## src/hdl/pll_clock_pkg.sv

```systemverilog
// Constants, types and register map of the clock control block
package pll_clock_pkg;

    // ------------------------------------------------------------------
    // Register byte offsets
    // ------------------------------------------------------------------
    localparam logic [7:0] OFS_CONTROL   = 8'h00;
    localparam logic [7:0] OFS_BANDWIDTH = 8'h04;
    localparam logic [7:0] OFS_MULT_HI   = 8'h08;
    localparam logic [7:0] OFS_MULT_LO   = 8'h0c;
    localparam logic [7:0] OFS_VCO_RANGE = 8'h10;

    // ------------------------------------------------------------------
    // Field positions
    // ------------------------------------------------------------------
    localparam int CTL_IRQ_EN_BIT  = 7;
    localparam int CTL_FLAG_BIT    = 6;
    localparam int CTL_LOOP_ON_BIT = 5;
    localparam int CTL_BCS_BIT     = 4;
    localparam int CTL_POW2_LSB    = 0;
    localparam int BW_AUTO_BIT     = 7;
    localparam int BW_LOCK_BIT     = 6;
    localparam int BW_TRACK_BIT    = 5;
    localparam int MULT_HI_LSB     = 8;

    // ------------------------------------------------------------------
    // Reset values and timing
    // ------------------------------------------------------------------
    localparam logic        RST_LOOP_ON   = 1'b1;
    localparam logic [1:0]  RST_POW2      = 2'h0;
    localparam logic [11:0] RST_MULT      = 12'h040;
    localparam logic [7:0]  RST_VCO_RANGE = 8'h40;
    localparam logic [11:0] MULT_FLOOR    = 12'h001;
    localparam logic [1:0]  SWITCH_EDGES  = 2'h3;

    // ------------------------------------------------------------------
    // Carriers
    // ------------------------------------------------------------------
    typedef struct packed {
        logic        cyc;
        logic        stb;
        logic        we;
        logic [7:0]  adr;
        logic [3:0]  sel;
        logic [31:0] dat;
    } wb_req_t;

    typedef struct packed {
        logic        loop_active;
        logic        auto_mode;
        logic        track;
        logic [1:0]  pow2_exp;
        logic [11:0] mult;
        logic [7:0]  vco_range;
    } pll_cfg_t;

    typedef enum {SW_RUN, SW_DRAIN, SW_FILL} switch_state_t;

endpackage : pll_clock_pkg

```

## src/hdl/pll_clock_control_regs.sv

```systemverilog
// Register file, interlocks and base clock selector of the loop
//
// How it works
// - Manual mode: enable ignored, enable and flag read 0
// - Lock toggle sets flag; flag and enable interrupt
// - Reading control register clears the change flag
// - Loop stays on while VCO is selected
// - Reset: loop on, select, enable, flag, range clear
// - Output is selected source divided by two
// - Select cannot be set while loop off
// - Output static while switching, three edges each
// - Power-of-two range locked while loop on
// - Range codes 00,01,10 give exponent 0,1,2
// - Mode bit: 1 automatic, 0 manual bandwidth
// - Lock indicator live in automatic, 0 in manual
// - Tracking bit: status in auto, written in manual
// - Manual tracking value kept and restored after auto
// - Multiplier value 0 behaves as 1
// - Multiplier and VCO range locked while loop on
// - Reset loads multiplier 64, VCO range 64
// - Multiplier high register upper nibble reads 0
// - VCO range 0 disables loop, clears select
`timescale 1ns/1ps

module pll_clock_control_regs (
    // Clock and reset
    input  wire logic                     clk_i,
    input  wire logic                     rst_i,
    // Wishbone slave
    input  wire pll_clock_pkg::wb_req_t   wb_i,
    output logic                          wb_ack_o,
    output logic [31:0]                   wb_dat_o,
    // Analog loop status pins
    input  wire logic                     lock_i,
    input  wire logic                     track_i,
    // Source clocks, sampled as data
    input  wire logic                     crystal_clock_i,
    input  wire logic                     vco_clock_i,
    // Outputs to the loop and the system
    output pll_clock_pkg::pll_cfg_t       cfg_o,
    output logic                          base_clock_out_o,
    output logic                          irq_o
);

    // ------------------------------------------------------------------
    // Pin synchronisers
    // ------------------------------------------------------------------
    logic xtal_meta_r, xtal_sync_r, xtal_prev_r;
    logic vco_meta_r, vco_sync_r, vco_prev_r;
    logic lock_meta_r, lock_sync_r, lock_prev_r;
    logic track_meta_r, track_sync_r;

    always_ff @(posedge clk_i) begin
        if (rst_i) begin
            xtal_meta_r  <= 1'b0;
            xtal_sync_r  <= 1'b0;
            xtal_prev_r  <= 1'b0;
            vco_meta_r   <= 1'b0;
            vco_sync_r   <= 1'b0;
            vco_prev_r   <= 1'b0;
            lock_meta_r  <= 1'b0;
            lock_sync_r  <= 1'b0;
            lock_prev_r  <= 1'b0;
            track_meta_r <= 1'b0;
            track_sync_r <= 1'b0;
        end else begin
            xtal_meta_r  <= crystal_clock_i;
            xtal_sync_r  <= xtal_meta_r;
            xtal_prev_r  <= xtal_sync_r;
            vco_meta_r   <= vco_clock_i;
            vco_sync_r   <= vco_meta_r;
            vco_prev_r   <= vco_sync_r;
            lock_meta_r  <= lock_i;
            lock_sync_r  <= lock_meta_r;
            lock_prev_r  <= lock_sync_r;
            track_meta_r <= track_i;
            track_sync_r <= track_meta_r;
        end
    end

    // Sources are sampled at 50 MHz, so each must stay below 25 MHz
    logic xtal_rise, vco_rise;
    assign xtal_rise = xtal_sync_r & ~xtal_prev_r;
    assign vco_rise  = vco_sync_r & ~vco_prev_r;

    // ------------------------------------------------------------------
    // Bus slave
    // ------------------------------------------------------------------
    logic        ack_r, ack_nxt;
    logic [31:0] dat_r, dat_nxt;
    logic        req, take;

    // Write on low byte lane at given offset, taken on the ack edge
    function automatic logic wr_hit(input pll_clock_pkg::wb_req_t w,
                                    input logic                   t,
                                    input logic [7:0]             ofs);
        wr_hit = t & w.we & w.sel[0] & (w.adr == ofs);
    endfunction : wr_hit

    // ------------------------------------------------------------------
    // Register state
    // ------------------------------------------------------------------
    logic        irq_en_r, irq_en_nxt;
    logic        flag_r, flag_nxt;
    logic        loop_on_r, loop_on_nxt;
    logic        bcs_r, bcs_nxt;
    logic [1:0]  pow2_r, pow2_nxt;
    logic        auto_r, auto_nxt;
    logic        track_store_r, track_store_nxt;
    logic [11:0] mult_r, mult_nxt;
    logic [7:0]  vco_range_r, vco_range_nxt;
    logic        irq_r, irq_nxt;
    pll_clock_pkg::pll_cfg_t cfg_r, cfg_nxt;

    logic       lock_toggle, rd_clr, track_read;
    logic [7:0] rd_val, wd;

    assign req         = wb_i.cyc & wb_i.stb;
    assign take        = req & ack_r;
    assign wd          = wb_i.dat[7:0];
    assign lock_toggle = auto_r & (lock_sync_r ^ lock_prev_r);
    assign rd_clr      = ack_nxt & ~wb_i.we
                         & (wb_i.adr == pll_clock_pkg::OFS_CONTROL);
    assign track_read  = auto_r ? track_sync_r : track_store_r;

    // Read mux; unmapped offsets read zero
    always_comb begin
        rd_val = 8'h00;
        unique case (wb_i.adr)
            pll_clock_pkg::OFS_CONTROL: begin
                rd_val[pll_clock_pkg::CTL_IRQ_EN_BIT]  = irq_en_r & auto_r;
                rd_val[pll_clock_pkg::CTL_FLAG_BIT]    = flag_r & auto_r;
                rd_val[pll_clock_pkg::CTL_LOOP_ON_BIT] = loop_on_r;
                rd_val[pll_clock_pkg::CTL_BCS_BIT]     = bcs_r;
                rd_val[pll_clock_pkg::CTL_POW2_LSB+:2] = pow2_r;
            end
            pll_clock_pkg::OFS_BANDWIDTH: begin
                rd_val[pll_clock_pkg::BW_AUTO_BIT]  = auto_r;
                rd_val[pll_clock_pkg::BW_LOCK_BIT]  = auto_r & lock_sync_r;
                rd_val[pll_clock_pkg::BW_TRACK_BIT] = track_read;
            end
            pll_clock_pkg::OFS_MULT_HI:
                rd_val = {4'h0, mult_r[11:pll_clock_pkg::MULT_HI_LSB]};
            pll_clock_pkg::OFS_MULT_LO:
                rd_val = mult_r[7:0];
            pll_clock_pkg::OFS_VCO_RANGE:
                rd_val = vco_range_r;
            default:
                rd_val = 8'h00;
        endcase
    end

    // One wait state: ack rises the cycle after the request appears
    always_comb begin
        ack_nxt = req & ~ack_r;
        dat_nxt = dat_r;
        if (ack_nxt) begin
            dat_nxt = {24'h000000, rd_val};
        end
    end

    always_ff @(posedge clk_i) begin
        if (rst_i) begin
            ack_r <= 1'b0;
            dat_r <= 32'h00000000;
        end else begin
            ack_r <= ack_nxt;
            dat_r <= dat_nxt;
        end
    end

    // ------------------------------------------------------------------
    // Register writes and interlocks
    // ------------------------------------------------------------------
    always_comb begin
        irq_en_nxt      = irq_en_r;
        flag_nxt        = flag_r;
        loop_on_nxt     = loop_on_r;
        bcs_nxt         = bcs_r;
        pow2_nxt        = pow2_r;
        auto_nxt        = auto_r;
        track_store_nxt = track_store_r;
        mult_nxt        = mult_r;
        vco_range_nxt   = vco_range_r;

        if (wr_hit(wb_i, take, pll_clock_pkg::OFS_CONTROL)) begin
            if (auto_r) begin
                irq_en_nxt = wd[pll_clock_pkg::CTL_IRQ_EN_BIT];
            end
            // Setting needs the loop already on and a live range
            bcs_nxt = wd[pll_clock_pkg::CTL_BCS_BIT]
                      & (bcs_r | (loop_on_r & (|vco_range_r)));
            // Clearing refused while the VCO is selected or being selected
            loop_on_nxt = wd[pll_clock_pkg::CTL_LOOP_ON_BIT] | bcs_r
                          | bcs_nxt;
            if (!loop_on_r) begin
                pow2_nxt = wd[pll_clock_pkg::CTL_POW2_LSB+:2];
            end
        end
        if (wr_hit(wb_i, take, pll_clock_pkg::OFS_BANDWIDTH)) begin
            auto_nxt = wd[pll_clock_pkg::BW_AUTO_BIT];
            // Lock position is test only; writes to it do nothing
            if (!auto_r) begin
                track_store_nxt = wd[pll_clock_pkg::BW_TRACK_BIT];
            end
        end
        if (!loop_on_r) begin
            if (wr_hit(wb_i, take, pll_clock_pkg::OFS_MULT_HI)) begin
                mult_nxt[11:pll_clock_pkg::MULT_HI_LSB] = wd[3:0];
            end
            if (wr_hit(wb_i, take, pll_clock_pkg::OFS_MULT_LO)) begin
                mult_nxt[7:0] = wd;
            end
            if (wr_hit(wb_i, take, pll_clock_pkg::OFS_VCO_RANGE)) begin
                vco_range_nxt = wd;
            end
        end
        if (vco_range_nxt == 8'h00) begin
            bcs_nxt = 1'b0;
        end
        if (!auto_nxt) begin
            irq_en_nxt = 1'b0;
        end

        // Set beats read-clear so a toggle during the read is kept
        if (rd_clr) begin
            flag_nxt = 1'b0;
        end
        if (lock_toggle) begin
            flag_nxt = 1'b1;
        end
        if (!auto_r) begin
            flag_nxt = 1'b0;
        end

        irq_nxt = flag_nxt & irq_en_nxt;

        cfg_nxt.loop_active = loop_on_nxt & (|vco_range_nxt);
        cfg_nxt.auto_mode   = auto_nxt;
        cfg_nxt.track       = auto_nxt ? track_sync_r : track_store_nxt;
        // Code 11 is forbidden to software and passed on unchanged
        cfg_nxt.pow2_exp    = pow2_nxt;
        cfg_nxt.mult        = (mult_nxt == 12'h000) ?
                              pll_clock_pkg::MULT_FLOOR : mult_nxt;
        cfg_nxt.vco_range   = vco_range_nxt;
    end

    always_ff @(posedge clk_i) begin
        if (rst_i) begin
            irq_en_r      <= 1'b0;
            flag_r        <= 1'b0;
            loop_on_r     <= pll_clock_pkg::RST_LOOP_ON;
            bcs_r         <= 1'b0;
            pow2_r        <= pll_clock_pkg::RST_POW2;
            auto_r        <= 1'b0;
            track_store_r <= 1'b0;
            mult_r        <= pll_clock_pkg::RST_MULT;
            vco_range_r   <= pll_clock_pkg::RST_VCO_RANGE;
            irq_r         <= 1'b0;
            cfg_r         <= '0;
        end else begin
            irq_en_r      <= irq_en_nxt;
            flag_r        <= flag_nxt;
            loop_on_r     <= loop_on_nxt;
            bcs_r         <= bcs_nxt;
            pow2_r        <= pow2_nxt;
            auto_r        <= auto_nxt;
            track_store_r <= track_store_nxt;
            mult_r        <= mult_nxt;
            vco_range_r   <= vco_range_nxt;
            irq_r         <= irq_nxt;
            cfg_r         <= cfg_nxt;
        end
    end

    // ------------------------------------------------------------------
    // Base clock selector
    // ------------------------------------------------------------------
    pll_clock_pkg::switch_state_t sw_state_r, sw_state_nxt;
    logic       sel_src_r, sel_src_nxt;
    logic [1:0] sw_cnt_r, sw_cnt_nxt;
    logic       clk_out_r, clk_out_nxt;
    logic       old_edge, new_edge;

    assign old_edge = sel_src_r ? vco_rise : xtal_rise;
    assign new_edge = sel_src_r ? xtal_rise : vco_rise;

    always_comb begin
        sw_state_nxt = sw_state_r;
        sel_src_nxt  = sel_src_r;
        sw_cnt_nxt   = sw_cnt_r;
        clk_out_nxt  = clk_out_r;
        unique case (sw_state_r)
            pll_clock_pkg::SW_RUN: begin
                if (bcs_r != sel_src_r) begin
                    sw_state_nxt = pll_clock_pkg::SW_DRAIN;
                    sw_cnt_nxt   = 2'h0;
                end else if (old_edge) begin
                    clk_out_nxt = ~clk_out_r;
                end
            end
            pll_clock_pkg::SW_DRAIN: begin
                if (old_edge) begin
                    sw_cnt_nxt = sw_cnt_r + 2'h1;
                    if (sw_cnt_r == pll_clock_pkg::SWITCH_EDGES - 2'h1) begin
                        sw_state_nxt = pll_clock_pkg::SW_FILL;
                        sw_cnt_nxt   = 2'h0;
                    end
                end
            end
            pll_clock_pkg::SW_FILL: begin
                if (new_edge) begin
                    sw_cnt_nxt = sw_cnt_r + 2'h1;
                    if (sw_cnt_r == pll_clock_pkg::SWITCH_EDGES - 2'h1) begin
                        sw_state_nxt = pll_clock_pkg::SW_RUN;
                        sel_src_nxt  = ~sel_src_r;
                        sw_cnt_nxt   = 2'h0;
                    end
                end
            end
        endcase
    end

    always_ff @(posedge clk_i) begin
        if (rst_i) begin
            sw_state_r <= pll_clock_pkg::SW_RUN;
            sel_src_r  <= 1'b0;
            sw_cnt_r   <= 2'h0;
            clk_out_r  <= 1'b0;
        end else begin
            sw_state_r <= sw_state_nxt;
            sel_src_r  <= sel_src_nxt;
            sw_cnt_r   <= sw_cnt_nxt;
            clk_out_r  <= clk_out_nxt;
        end
    end

    assign wb_ack_o         = ack_r;
    assign wb_dat_o         = dat_r;
    assign cfg_o            = cfg_r;
    assign base_clock_out_o = clk_out_r;
    assign irq_o            = irq_r;
endmodule : pll_clock_control_regs

```

## config.mk

```make
export PLATFORM = sky130hd
export DESIGN_NAME = pll_clock_control_regs
export DESIGN_NICKNAME = d
export VERILOG_FILES = /design/src/hdl/pll_clock_pkg.sv /design/src/hdl/pll_clock_control_regs.sv
export SDC_FILE = /design/constraint.sdc
export NUM_CORES = 1
export LEC_CHECK = 0
export BUFFER_PORTS_ARGS = -buffer_cell sky130_fd_sc_hd__buf_4
export CORE_MARGIN = 2
export CORE_UTILIZATION = 52
export CTS_BUF_LIST = sky130_fd_sc_hd__clkbuf_4
export DETAILED_ROUTE_END_ITERATION = 12
export PLACE_DENSITY = 0.84
export SYNTH_ARGS = -nofsm -noshare
export SYNTH_HDL_FRONTEND = slang
export SYNTH_SLANG_ARGS = --single-unit
```

## constraint.sdc

```tcl
create_clock -name clk_i -period 2.65 [get_ports clk_i]
set_clock_uncertainty 0.2 [all_clocks]
set_input_delay 0.1325 -clock clk_i [delete_from_list [all_inputs] [get_ports clk_i]]
set_output_delay 0.1325 -clock clk_i [all_outputs]
set_load 0.05 [all_outputs]
```

==> flow_summary.json <==
{
  "io_buffers": 61,
  "grt_max_degree": 70,
  "routabilityCongestion": 0.9673,
  "setup_violations": 0,
  "core_sq_um": 5991,
  "drt_iter0_markers": 276,
  "startpoint": "wb_i[39]",
  "ir_worst_vdd_v": 0.0003878,
  "fmax_mhz": 402.1,
  "seq_area_sq_um": 1401,
  "die_x_um": 83.34,
  "clkSinkCount": 70,
  "nNetsFinal": 497,
  "cp_max_fo": 16,
  "synthTopCellsByCount": "70 x dfxtp_1, 40 x nor2_1, 32 x buf_4",
  "post_cts_resized": 0,
  "fin_util_pct": 68.09,
  "synth-edff-count": 0,
  "clk_pin_slew_ns": 0.11,
  "ant_nets": 0,
  "vias": 2876,
  "status": "completed",
  "initial_utilization_pct": 54.64,
  "arrival_ns": 2.61,
  "power_density_nw_per_um2": 554.5,
  "antenna_found_initial": 0,
  "die_h_um": 83.34,
  "dr.pass1.iters": 5,
  "synth_area_leaders": "dfxtp_1 43%, buf_4 7.3%, mux2i_1 7.0%, nor2_1 4.6%, a21oi_1 3.8%",
  "clk_latency_ns": 0.43,
  "grt_pass1_vias": 2771,
  "ctsRootBufferMaster": "clkbuf_4",
  "synth_largest_area_cell": "dfxtp_1",
  "synth_top_area_share_pct": 42.81,
  "hpwl_um": 5500,
  "cts_tree": "built",
  "cts_buffers": 9,
  "synth_cells": 362,
  "antenna_cells": 0,
  "avgSynthCellArea_sq_um": 9.042,
  "min_from": "wb_i[36]",
  "rows": 28,
  "ys_types": 53,
  "min_path_type": "in2reg",
  "htree_levels": 3,
  "endpoint": "vco_range_r[7]$_SDFF_PP0_",
  "worstSetupPathType": "in2reg",
  "die_area_sq_um": 6945,
  "synth-async-reset-ratio_pct": 0,
  "ys_seq_area_share_pct": 42.81,
  "finalPower_mw": 2.262,
  "final_max_slew_viol_count": 0,
  "ys_ff_latch": 70,
  "hold_violations": 0,
  "final_layout_size_suffix_gt1_share_pct": 25.39,
  "syn-cell-area_sq_um": 3273,
  "grt_use_total_pct": 23.22,
  "yosysWarnings": 0,
  "regToRegSetupSlack_ns": 0.26,
  "wirelength_um": 7983,
  "ctsLongestPathBuffers": 2,
  "worst_pin_slew_ns": 0.6575,
  "drc": 0,
  "grt_pass1_wl_um": 13010,
  "area_growth_pct": 24.62,
  "endpoint_kind": "flop",
  "finalCritPeriodShare_pct": 93.85,
  "r2r-end": "vco_range_r[7]$_SDFF_PP0_",
  "cp_data_required_time_ns": 2.77,
  "wire_per_inst_um": 15.35,
  "p_leak_nw": 1.639,
  "r2r_cells": 6,
  "slew_headroom_pct": 56.17,
  "io-pin-count": 113,
  "r2r-start": "wb_ack_o$_SDFF_PP0_",
  "yosysMostFrequentCell": "dfxtp_1",
  "ys.flop_type": "dfxtp_1",
  "vias_per_cell": 5.531,
  "multi_input_area_sq_um": 1624,
  "fillers": 450,
  "startpoint_type": "input pin",
  "drv_cap": 0,
  "fin_crit_ns": 2.487,
  "grt_overflow_total": 0
}
==> cells by family after synthesis <==
| kind of cell | count (synthesis) | share of synthesized area, % |
|---|---|---|
| AO/OA/AOI/OAI | 56 | 10.63 |
| other | 1 | 0.1146 |
| adder cells (fa/ha/maj) | 3 | 1.147 |
| multiplexers | 28 | 8.754 |
| flip-flops | 70 | 42.81 |
| AND/OR/NAND/NOR | 146 | 25.08 |
| XOR/XNOR | 4 | 1.071 |
| buffers and inverters | 54 | 10.40 |
==> per-layer routing <==
metal / share of wire, % / track usage [%] / up-vias
met2: 47 / 37.02 / 146
met4: 2.7 / 12.97 / 0
met3: 8.0 / 4.473 / 21
met1: 42 / 29.42 / 1335
met5: 0 / 0 / -
li1: - / - / 1374
==> through the flow <==
stage	hold slack, ns	area (sq um)	setup TNS [ns]	instances	setup WS, ns
3_3_place_gp	0.1477	3652	0	479	0.2201
4_1_cts	0.003659	4041	0	515	0.1205
6_report	0.02961	4079	0	520	0.1629
2_1_floorplan	0.01261	3359	0	385	0.09153
3_5_place_dp	0.1511	3652	0	479	0.2213
5_1_grt	0.06146	4079	-0.001428	520	-0.001428
==> state kept, by name, summed over array words and instances, names as in the netlist, 2 cells and up <==
signal,count
mult_r,12
cfg_o,18
vco_range_r,8
sw_cnt_r,2
wb_dat_o,8
sw_state_r,2
==> worst min-delay path by stage <==
stage,cells after the start,to
after floorplan,1,mult_r[0]$_SDFF_PP0_
after global placement,2,xtal_meta_r$_SDFF_PP0_
after detailed placement,2,track_meta_r$_SDFF_PP0_
after CTS,5,wb_dat_o[3]$_SDFFE_PP0N_
after global routing,5,wb_dat_o[2]$_SDFFE_PP0N_
final,5,wb_dat_o[3]$_SDFFE_PP0N_
==> cell type report <==
type / count / share of cell area, %
multi-input combinational: 261 / 39.82
sequential: 70 / 34.36
timing repair buffer: 95 / 18.77
clock inverter: 6 / 2.730
tap: 75 / 2.301
clock buffer: 9 / 1.656
inverter: 4 / 0.3681
==> power breakdown <==
part / leakage, nW / switching, mW / internal [mW]
registers: 0.567 / 0.0116 / 1.07
logic: 0.980 / 0.211 / 0.110
clock network: 0.0920 / 0.385 / 0.472
total: 1.64 / 0.608 / 1.65
==> what timing repair did <==
item                       CTS  global route
hold endpoints to repair    57             0
setup endpoints to repair    0             1
buffers inserted             0             5
hold buffers                21             0
==> placed cells by master, fill, tap and decap left out, drive strengths merged, types with 2 or more instances in the layout <==
| cell type | n |
|---|---|
| a211oi | 2 |
| a21oi | 25 |
| a22oi | 4 |
| a31oi | 3 |
| a32oi | 3 |
| and3 | 3 |
| buf | 74 |
| bufinv | 3 |
| clkbuf | 9 |
| clkinv | 2 |
| conb | 24 |
| dfxtp | 70 |
| dlygate4sd3 | 21 |
| ha | 3 |
| inv | 4 |
| mux2 | 5 |
| mux2i | 23 |
| nand2 | 30 |
| nand2b | 10 |
| nand3 | 4 |
| nand3b | 4 |
| nand4 | 3 |
| nor2 | 40 |
| nor2b | 13 |
| nor3 | 6 |
| nor4 | 14 |
| nor4b | 2 |
| o21ai | 4 |
| o22ai | 6 |
| or2 | 5 |
| or3b | 2 |
| or4 | 5 |
| xnor2 | 3 |
==> worst max-delay path, cell delays in order <==
cell	delay [ns]
dlygate4sd3_1	0.54
buf_4	0.19
or4_1	0.55
nor4_2	0.17
buf_4	0.20
mux2i_1	0.19
nor2_1	0.05
dlygate4sd3_1	0.58
(Power assumes the default switching activity.)
